**src/xbus_pkg.sv**
```systemverilog
package xbus_pkg;

    // ==========================================================
    // bus phases and widths
    localparam int unsigned ADDR_W   = 20;
    localparam int unsigned DATA_W   = 16;
    localparam int unsigned LANE_W   = 8;

    // ==========================================================
    // register map, word aligned
    localparam logic [7:0] CTRL_OFS   = 8'h00;
    localparam logic [7:0] STATUS_OFS = 8'h04;
    localparam logic [7:0] CFG_OFS    = 8'h08;
    localparam logic [7:0] CMD_OFS    = 8'h0c;
    localparam logic [7:0] WDATA_OFS  = 8'h10;
    localparam logic [7:0] RDATA_OFS  = 8'h14;

    // ==========================================================
    // control fields
    localparam int unsigned CTRL_SHOW_READ_BIT  = 0;
    localparam int unsigned CTRL_LOWER_DIS_BIT  = 1;
    localparam int unsigned CTRL_UPPER_DIS_BIT  = 2;
    localparam int unsigned CTRL_GPIO_REQ_BIT   = 3;
    localparam logic [3:0]  CTRL_RESET          = 4'h0;

    // command fields
    localparam int unsigned CMD_WRITE_BIT  = 20;
    localparam int unsigned CMD_INTMEM_BIT = 21;
    localparam int unsigned CMD_LOWSEL_BIT = 22;
    localparam int unsigned CMD_UPSEL_BIT  = 23;
    localparam int unsigned CMD_BYTE_LO    = 24;
    localparam int unsigned CMD_BYTE_HI    = 25;

    // ==========================================================
    // strap sampling: three crystal clocks after release
    localparam int unsigned STRAP_DELAY_CYC = 3;

    typedef enum logic [4:0] {
        XBUS_IDLE = 5'b00001,
        XBUS_T1   = 5'b00010,
        XBUS_T2   = 5'b00100,
        XBUS_T3   = 5'b01000,
        XBUS_T4   = 5'b10000
    } xbus_phase_type;

    typedef struct packed {
        logic              write;
        logic              intmem;
        logic              lower_sel;
        logic              upper_sel;
        logic              byte_lo;
        logic              byte_hi;
        logic [ADDR_W-1:0] addr;
    } xbus_cmd_type;

endpackage : xbus_pkg

```
**src/xbus_pins.sv**
```systemverilog
// Register access over AHB-Lite and the placing of the registers were decided locally.
`timescale 1ns/1ps
// Functional notes
// - strap low locks status pins normal
// - nonmux address a clock before shared
// - nonmux address floats in hold, reset
// - t1 lower lane carries low address
// - wide: t1 upper lane carries high address
// - write data driven t2 through t4
// - read data captured end of t3
// - show read drives internal data t3,t4
// - lanes float t2-t4 when byte strobe inactive, except show read t3,t4
// - shared lanes float in hold, reset
// - reset config captured at reset release
// - wide variant: sixteen bit data bus
// - narrow variant: eight bit data only
// - narrow: upper address held t1-t4
// - narrow: address-only lane floats hold, reset
// - address phase suppression by strap
// - disable bit drops shared address
// - strap sampled three cycles after release
// - latch strobe pulses with address
module xbus_pins #(
    parameter bit WIDE = 1'b1
) (
    input  wire logic                               hclk,
    input  wire logic                               hresetn,
    input  wire logic                               hsel,
    input  wire logic [31:0]                        haddr,
    input  wire logic [1:0]                         htrans,
    input  wire logic                               hwrite,
    input  wire logic [2:0]                         hsize,
    input  wire logic [31:0]                        hwdata,
    input  wire logic                               hready,
    output logic      [31:0]                        hrdata,
    output logic                                    hreadyout,
    output logic                                    hresp,
    input  wire logic                               bus_hold,
    input  wire logic                               ext_ready,
    input  wire logic                               address_enable_strap,
    input  wire logic                               show_read_strap,
    input  wire logic [15:0]                        intmem_data,
    input  wire logic                               clock_output_primary,
    output logic      [xbus_pkg::ADDR_W-1:0]        nonmux_address_bus,
    output logic                                    nonmux_oe_n,
    input  wire logic [15:0]                        shared_bus_in,
    output logic      [15:0]                        shared_bus_out,
    output logic                                    shared_lo_oe_n,
    output logic                                    shared_hi_oe_n,
    output logic      [7:0]                         upper_address_only_lines,
    output logic                                    upper_addr_oe_n,
    output logic                                    address_latch_strobe,
    output logic                                    low_byte_write_strobe_n,
    output logic                                    high_byte_write_strobe_n,
    output logic                                    status_pins_normal
);

    // ==========================================================
    // ahb slave
    logic                        req_q;
    logic                        req_wr_q;
    logic [7:0]                  req_ofs_q;
    logic [3:0]                  ctrl_q;
    logic [15:0]                 wdata_q;
    logic [15:0]                 rdata_q;
    logic [31:0]                 hrdata_q;
    logic [15:0]                 cfg_q;
    logic                        address_enable_strap_q;
    logic                        show_read_strap_q;
    logic [1:0]                  strap_cnt_q;
    logic                        strap_done_q;
    xbus_pkg::xbus_cmd_type      cmd_q;
    logic                        cmd_pend_q;
    logic                        busy_q;
    xbus_pkg::xbus_phase_type    phase_q;
    logic                        clk_out_q;
    logic                        cfg_done_q;
    logic                        start;
    logic                        addr_phase_on;
    logic                        cmd_accept;
    logic                        cmd_wr_hit;
    logic [4:0]                  status_word;

    assign hreadyout = 1'b1;
    assign hresp     = 1'b0;
    assign hrdata    = hrdata_q;

    always_ff @(posedge hclk or negedge hresetn) begin
        if (!hresetn) begin
            req_q     <= 1'b0;
            req_wr_q  <= 1'b0;
            req_ofs_q <= 8'h00;
        end else begin
            req_q     <= hsel && hready && htrans[1];
            req_wr_q  <= hwrite;
            req_ofs_q <= haddr[7:0];
        end
    end

    // ==========================================================
    // command acceptance
    // command writes while busy are dropped; software polls status
    assign cmd_wr_hit = req_q && req_wr_q && (req_ofs_q == xbus_pkg::CMD_OFS);
    assign cmd_accept = cmd_wr_hit && !cmd_pend_q && !busy_q;

    always_ff @(posedge hclk or negedge hresetn) begin
        if (!hresetn) begin
            ctrl_q  <= xbus_pkg::CTRL_RESET;
            wdata_q <= 16'h0000;
        end else if (req_q && req_wr_q) begin
            case (req_ofs_q)
                xbus_pkg::CTRL_OFS: begin
                    ctrl_q <= hwdata[3:0];
                end
                xbus_pkg::WDATA_OFS: begin
                    wdata_q <= hwdata[15:0];
                end
                default: ;
            endcase
        end
    end

    // fields taken at their own bit positions, not by struct order
    always_ff @(posedge hclk or negedge hresetn) begin
        if (!hresetn) begin
            cmd_q <= '0;
        end else if (cmd_accept) begin
            cmd_q.write     <= hwdata[xbus_pkg::CMD_WRITE_BIT];
            cmd_q.intmem    <= hwdata[xbus_pkg::CMD_INTMEM_BIT];
            cmd_q.lower_sel <= hwdata[xbus_pkg::CMD_LOWSEL_BIT];
            cmd_q.upper_sel <= hwdata[xbus_pkg::CMD_UPSEL_BIT];
            cmd_q.byte_lo   <= hwdata[xbus_pkg::CMD_BYTE_LO];
            cmd_q.byte_hi   <= hwdata[xbus_pkg::CMD_BYTE_HI];
            cmd_q.addr      <= hwdata[xbus_pkg::ADDR_W-1:0];
        end
    end

    // start and a new accept cannot coincide: accept needs pending low
    always_ff @(posedge hclk or negedge hresetn) begin
        if (!hresetn) begin
            cmd_pend_q <= 1'b0;
        end else if (cmd_accept) begin
            cmd_pend_q <= 1'b1;
        end else if (start) begin
            cmd_pend_q <= 1'b0;
        end
    end

    // ==========================================================
    // read mux
    assign status_word = {status_pins_normal, address_enable_strap_q, show_read_strap_q, cmd_pend_q, busy_q};

    always_ff @(posedge hclk or negedge hresetn) begin
        if (!hresetn) begin
            hrdata_q <= 32'h0000_0000;
        end else if (hsel && hready && htrans[1] && !hwrite) begin
            case (haddr[7:0])
                xbus_pkg::CTRL_OFS:   hrdata_q <= {28'h0000000, ctrl_q};
                xbus_pkg::STATUS_OFS: hrdata_q <= {27'h0000000, status_word};
                xbus_pkg::CFG_OFS:    hrdata_q <= {16'h0000, cfg_q};
                xbus_pkg::WDATA_OFS:  hrdata_q <= {16'h0000, wdata_q};
                xbus_pkg::RDATA_OFS:  hrdata_q <= {16'h0000, rdata_q};
                default:              hrdata_q <= 32'h0000_0000;
            endcase
        end
    end

    // ==========================================================
    // reset configuration and straps
    always_ff @(posedge hclk or negedge hresetn) begin
        if (!hresetn) begin
            cfg_done_q <= 1'b0;
            cfg_q      <= 16'h0000;
        end else if (!cfg_done_q) begin
            cfg_done_q <= 1'b1;
            cfg_q      <= WIDE ? shared_bus_in
                               : {shared_bus_in[15:8], shared_bus_in[7:0]};
        end
    end

    always_ff @(posedge hclk or negedge hresetn) begin
        if (!hresetn) begin
            strap_cnt_q  <= 2'd0;
            strap_done_q <= 1'b0;
            address_enable_strap_q       <= 1'b1;
            show_read_strap_q       <= 1'b1;
        end else if (!strap_done_q) begin
            strap_cnt_q <= strap_cnt_q + 2'd1;
            if (strap_cnt_q == 2'(xbus_pkg::STRAP_DELAY_CYC - 1)) begin
                strap_done_q <= 1'b1;
                address_enable_strap_q       <= address_enable_strap;
                show_read_strap_q       <= show_read_strap;
            end
        end
    end

    // gpio reassignment only honoured when the strap was high
    assign status_pins_normal = !address_enable_strap_q || !ctrl_q[xbus_pkg::CTRL_GPIO_REQ_BIT];

    // ==========================================================
    // bus cycle sequencer
    assign start = cmd_pend_q && !busy_q && !bus_hold && strap_done_q;

    always_ff @(posedge hclk or negedge hresetn) begin
        if (!hresetn) begin
            phase_q <= xbus_pkg::XBUS_IDLE;
            busy_q  <= 1'b0;
            rdata_q <= 16'h0000;
        end else begin
            case (phase_q)
                xbus_pkg::XBUS_IDLE: begin
                    if (start) begin
                        phase_q <= xbus_pkg::XBUS_T1;
                        busy_q  <= 1'b1;
                    end
                end
                xbus_pkg::XBUS_T1: phase_q <= xbus_pkg::XBUS_T2;
                xbus_pkg::XBUS_T2: phase_q <= xbus_pkg::XBUS_T3;
                xbus_pkg::XBUS_T3: begin
                    if (ext_ready) begin
                        phase_q <= xbus_pkg::XBUS_T4;
                        if (!cmd_q.write) begin
                            rdata_q <= WIDE ? shared_bus_in
                                            : {8'h00, shared_bus_in[7:0]};
                        end
                    end
                end
                xbus_pkg::XBUS_T4: begin
                    phase_q <= xbus_pkg::XBUS_IDLE;
                    busy_q  <= 1'b0;
                end
                default: phase_q <= xbus_pkg::XBUS_IDLE;
            endcase
        end
    end

    // ==========================================================
    // pin drive
    // nonmux address leads the shared lanes by at least one clock
    always_ff @(posedge hclk or negedge hresetn) begin
        if (!hresetn) begin
            clk_out_q          <= 1'b0;
            nonmux_address_bus <= '0;
        end else begin
            clk_out_q <= clock_output_primary;
            // loaded on accept, so it stands at least one clock before t1
            if (cmd_accept) begin
                nonmux_address_bus <= hwdata[xbus_pkg::ADDR_W-1:0];
            end
        end
    end

    assign nonmux_oe_n = bus_hold || !strap_done_q;

    // strap low forces the address phase on regardless of disable bits
    assign addr_phase_on = !address_enable_strap_q ||
        !((cmd_q.lower_sel && ctrl_q[xbus_pkg::CTRL_LOWER_DIS_BIT]) ||
          (cmd_q.upper_sel && ctrl_q[xbus_pkg::CTRL_UPPER_DIS_BIT]));

    logic is_t1;
    logic data_ph;
    logic show_rd;
    assign is_t1   = phase_q == xbus_pkg::XBUS_T1;
    assign data_ph = (phase_q == xbus_pkg::XBUS_T2) || (phase_q == xbus_pkg::XBUS_T3)
                     || (phase_q == xbus_pkg::XBUS_T4);
    assign show_rd = cmd_q.intmem && !cmd_q.write
                     && (!show_read_strap_q || ctrl_q[xbus_pkg::CTRL_SHOW_READ_BIT]);

    assign low_byte_write_strobe_n  = !(data_ph && cmd_q.write && cmd_q.byte_lo);
    assign high_byte_write_strobe_n = !(data_ph && cmd_q.write && cmd_q.byte_hi && WIDE);
    assign address_latch_strobe     = is_t1 && addr_phase_on;

    always_comb begin
        shared_bus_out = 16'h0000;
        if (is_t1) begin
            shared_bus_out = cmd_q.addr[15:0];
        end else if (show_rd) begin
            shared_bus_out = intmem_data;
        end else begin
            shared_bus_out = wdata_q;
        end
    end

    logic lo_drv;
    logic hi_drv;
    logic show_ph;
    assign show_ph = show_rd && ((phase_q == xbus_pkg::XBUS_T3)
                     || (phase_q == xbus_pkg::XBUS_T4));
    assign lo_drv = (is_t1 && addr_phase_on) || show_ph
                    || (data_ph && !low_byte_write_strobe_n);
    assign hi_drv = WIDE && ((is_t1 && addr_phase_on) || show_ph
                    || (data_ph && !high_byte_write_strobe_n));

    assign shared_lo_oe_n = !lo_drv || bus_hold || !strap_done_q;
    assign shared_hi_oe_n = !hi_drv || bus_hold || !strap_done_q;

    assign upper_address_only_lines = cmd_q.addr[15:8];
    assign upper_addr_oe_n = WIDE || !busy_q || bus_hold || !strap_done_q;

endmodule : xbus_pins

```
**config.mk**
```make
export PLATFORM = sky130hd
export DESIGN_NAME = xbus_pins
export DESIGN_NICKNAME = d
export VERILOG_FILES = /design/src/xbus_pkg.sv /design/src/xbus_pins.sv
export SDC_FILE = /design/constraint.sdc
export NUM_CORES = 1
export LEC_CHECK = 0
export BUFFER_PORTS_ARGS = -buffer_cell sky130_fd_sc_hd__buf_2
export CORE_MARGIN = 3
export CORE_UTILIZATION = 50
export CTS_CLUSTER_DIAMETER = 150
export DETAILED_ROUTE_END_ITERATION = 12
export PLACE_DENSITY = 0.8
export SLEW_MARGIN = 20
export SYNTH_ARGS = -nofsm -noshare
export SYNTH_HDL_FRONTEND = slang
export SYNTH_SLANG_ARGS = --single-unit
```
**constraint.sdc**
```tcl
create_clock -name hclk -period 2.4 [get_ports hclk]
set_input_delay 0.24 -clock hclk [delete_from_list [all_inputs] [get_ports hclk]]
set_output_delay 0.24 -clock hclk [all_outputs]
set_load 0.01 [all_outputs]
```
==> metrics <==
root buf cell=clkbuf_16; clk_skew=roughly 6.9 ps; area grow syn2layout=21.8%; #FFs+latches synth=~120; antenna violation net count after detailed routing=0; CP Data Required Time=around 2200 ps; compound-cell area share of the yosys netlist=0.0906; Clock Sinks=approximately 120; Yosys cell types=58; GRT Total Usage=0.210; vias per cell=about 5.5; XOR/XNOR share of the synthesized area=0.00616; DP Cell Count=about 700; Post-synth EDFFs=0; final cycle utilization of the critical path=0.970; vias in the first global route=between 4k and 5k; via count=4133; Mapped Area=between 5000 and 6000 um^2; Worst EP arrival=around 2100 ps; row count=38; Cells after Synth=about 480; antenna violations before repair=2; Setup WS post-layout=around 73 ps; endpoints failing setup=0; worst-path fanout max=17; Synth Flop Type=dfrtp_1; Die ar.=approximately 13000 um^2; WL final=around 13 mm; Critical Path Slowest Stage Cell=or4b_4; Avg Synthesized Cell Area=12.0 um^2; MaxCap Viol Count=0; Initial DRC Count=~200; IO Port Bufs=approximately 140; CTS Buf Count=17; layout cells sized above 1=0.461; Final Cell Area=just under 7000 um^2; crit-path max cell delay=between 500 and 600 ps; largest net degree at the start of global routing=47; # DRC=0; fin. max-slew vios=0; CTS tree=built; Clock Latency Late Sink=~400 ps; grt ovf=0; initial core utilization=0.518; CTS HTree Levels=4; Post-DP Area=roughly 6200 um^2; max_slew headroom=0.532; Die H=around 110 um; RSZ-0062 raised after global routing=yes; Hold Slack=approximately 57 ps; TNS Setup=0 ps; f_max=~430 MHz; register-to-register setup slack=roughly 400 ps; floorplan die width=~110 um; worst-margin pin slew=between 600 and 700 ps; Synth async-reset ratio=1.00; register area share after synthesis=0.515; DR pass1 iterations=5; worst min-delay path category=input port to register; LEAKAGE=between 3 and 4 nW; multiplexer area fraction after synthesis=0.204; non-filler cells, final=approximately 760; RD Place Congestion=roughly 0.88; main combinational cell family by area after synthesis=multiplexers; Setup CP Type=register to primary output; Fin. Hold Viols=0; Worst-path clk slew=roughly 50 ps; Post-DP HPWL=approximately 9.6 mm; worst vdd ir=approximately 360 uV; Synth warnings=0; Synth Area in Simple Gates=0.0948; outcome=finished clean; Fillers=826; Core Area=between 10000 and 15000 um^2; power density cells=~710 nW/um^2; NumNets Final=713; cell chain of the critical path=or4b_4, nor2_4, buf_12, nand2_1, o21ai_1, buf_2; WL/cell=17.7 um; Period minus WS final=about 2300 ps; type of origin of the critical path=register; Place WS=~370 ps; clk buf depth=2; Worst Setup End Kind=primary output; Post-Synth Adder-Cell Area=0.00220; first-pass GRT wire length=between 20 and 25 mm; I/O Pins=197
path summary, 6_finish.rpt:
check / startpoint / end / depth (start not counted)
setup / recovery: phase_q[2]$_DFFE_PN0P_ / shared_bus_out[14] / 6
hold / removal: haddr[1] / req_ofs_q[1]$_DFF_PN0_ / 1
setup reg to reg: req_ofs_q[4]$_DFF_PN0_ / nonmux_address_bus[10]$_DFFE_PN0P_ / 3
hold reg to reg: strap_cnt_q[0]$_DFFE_PN0N_ / strap_cnt_q[0]$_DFFE_PN0N_ / 1
max in group asynchronous: hresetn / phase_q[0]$_DFFE_PN1P_ / 3
min in group asynchronous: hresetn / hrdata[5]$_DFFE_PN0P_ / 2
power breakdown:
group	switching, mW	internal, mW	leakage (nW)	total, mW
Clock	0.877	1.51	0.271	2.39
Combinational	0.215	0.195	1.49	0.411
Sequential	0.0676	2.06	1.42	2.13
placed cells by master, fill, tap and decap left out, types with 2 or more instances in the layout:
cell	Yosys	routed
buf_4	49	10
a21oi_1	5	5
bufinv_16	0	2
dlygate4sd3_1	0	5
buf_2	10	141
nor4_2	2	2
a22o_1	2	2
o21ai_1	1	4
nor2_1	11	11
nor3_1	5	5
nand3b_1	2	2
clkbuf_16	0	18
dfrtp_1	114	112
nand3_1	3	3
nor4_1	4	4
and3_1	3	3
conb_1	2	20
a21o_1	2	2
dfrtp_2	0	2
clkinv_2	0	6
nand4_1	2	2
nor2b_1	7	7
xnor2_1	3	3
o21ai_0	33	30
dfstp_2	3	3
clkinvlp_4	0	4
mux2_2	71	71
a2bb2oi_1	8	8
a22oi_1	12	12
a221o_1	3	3
o22ai_1	2	2
a31oi_1	4	4
nand2b_1	4	4
buf_12	0	2
mux2i_1	21	21
mux2_4	10	10
clkinv_4	0	2
nand2_1	42	42
layout make-up:
type / instances / area (um^2) / area share
Sequential cell: 117 / 2930 / 0.424
Multi-Input combinational cell: 305 / 2350 / 0.339
Timing Repair Buffer: 159 / 896 / 0.129
Clock buffer: 18 / 429 / 0.0620
Tap cell: 140 / 175 / 0.0253
Clock inverter: 14 / 138 / 0.0199
Inverter: 1 / 3.75 / 0.000542
Antenna cell: 1 / 2.50 / 0.000361
routing by layer:
| metal | wire, um | vias up | track usage | part of all wire |
|---|---|---|---|---|
| met2 | 6350 | 156 | 0.324 | 0.48 |
| met1 | 5830 | 2054 | 0.281 | 0.44 |
| met4 | 350 | 2 | 0.0970 | 0.026 |
| met5 | 13 | - | 0 | 0.00097 |
| li1 | - | 1891 | - | - |
| met3 | 802 | 30 | 0.0501 | 0.060 |
cell usage after synthesis, types with 2 or more instances:
master | instances | area, um^2
o21ai_0 | 33 | 165
buf_1 | 2 | 7.51
a22o_1 | 2 | 17.5
and3_1 | 3 | 18.8
buf_2 | 10 | 50.1
a21oi_1 | 5 | 25.0
nand3b_1 | 2 | 15.0
nor2_1 | 11 | 41.3
a21o_1 | 2 | 15.0
nor3_1 | 5 | 25.0
a221o_1 | 3 | 30.0
dfrtp_1 | 114 | 2850
mux2_2 | 71 | 800
mux2_4 | 10 | 150
nor4_2 | 2 | 25.0
nand3_1 | 3 | 15.0
nand4_1 | 2 | 12.5
dfstp_2 | 3 | 78.8
buf_6 | 3 | 33.8
o22ai_1 | 2 | 12.5
mux2i_1 | 21 | 210
nor2b_1 | 7 | 43.8
nor4_1 | 4 | 25.0
a2bb2oi_1 | 8 | 70.1
clkbuf_1 | 5 | 18.8
conb_1 | 2 | 7.51
xnor2_1 | 3 | 26.3
buf_4 | 49 | 368
a31oi_1 | 4 | 25.0
nand2_1 | 42 | 158
nand2b_1 | 4 | 25.0
a22oi_1 | 12 | 90.1
state kept, by name (all words and copies together) (netlist names), 2 cells and up:
signal,flops
cfg_q,16
cmd_q,6
ctrl_q,4
hrdata,16
nonmux_address_bus,20
phase_q,5
rdata_q,16
req_ofs_q,8
strap_cnt_q,2
wdata_q,16
repair_timing:
action | in CTS | in global routing
gates cloned | 0 | 1
resized for setup | 2 | 7
setup endpoints to repair | 15 | 18
hold buffers | 5 | 0
setup buffers | 0 | 3
endpoints found under the hold margin | 41 | 0
pin swaps | 0 | 1
cells by family (layout without fill, tap and decap cells):
| group | after synthesis | in the layout |
|---|---|---|
| fa+ha+maj | 1 | 1 |
| xor+xnor | 4 | 4 |
| other cells | 2 | 21 |
| flops | 117 | 117 |
| simple gates | 100 | 100 |
| compound gates | 78 | 78 |
| buf+inv | 71 | 192 |
| mux | 102 | 102 |
metrics by stage:
| step | utilization | total power, mW |
|---|---|---|
| after detailed placement | 0.568 | 2.56 |
| after CTS | 0.625 | 4.97 |
| after floorplan | - | 2.39 |
| after global placement | 0.568 | 2.55 |
| final | 0.631 | 4.93 |
| after global routing | 0.631 | 5.12 |
worst max-delay path: cells and delay by family, from the launching register on:
| family | cells | cell delay [ps] |
|---|---|---|
| buf+inv | 2 | 320 |
| flops | 1 | 420 |
| simple gates | 3 | 830 |
| compound gates | 1 | 90 |
Power figures use the tool's default switching activity.
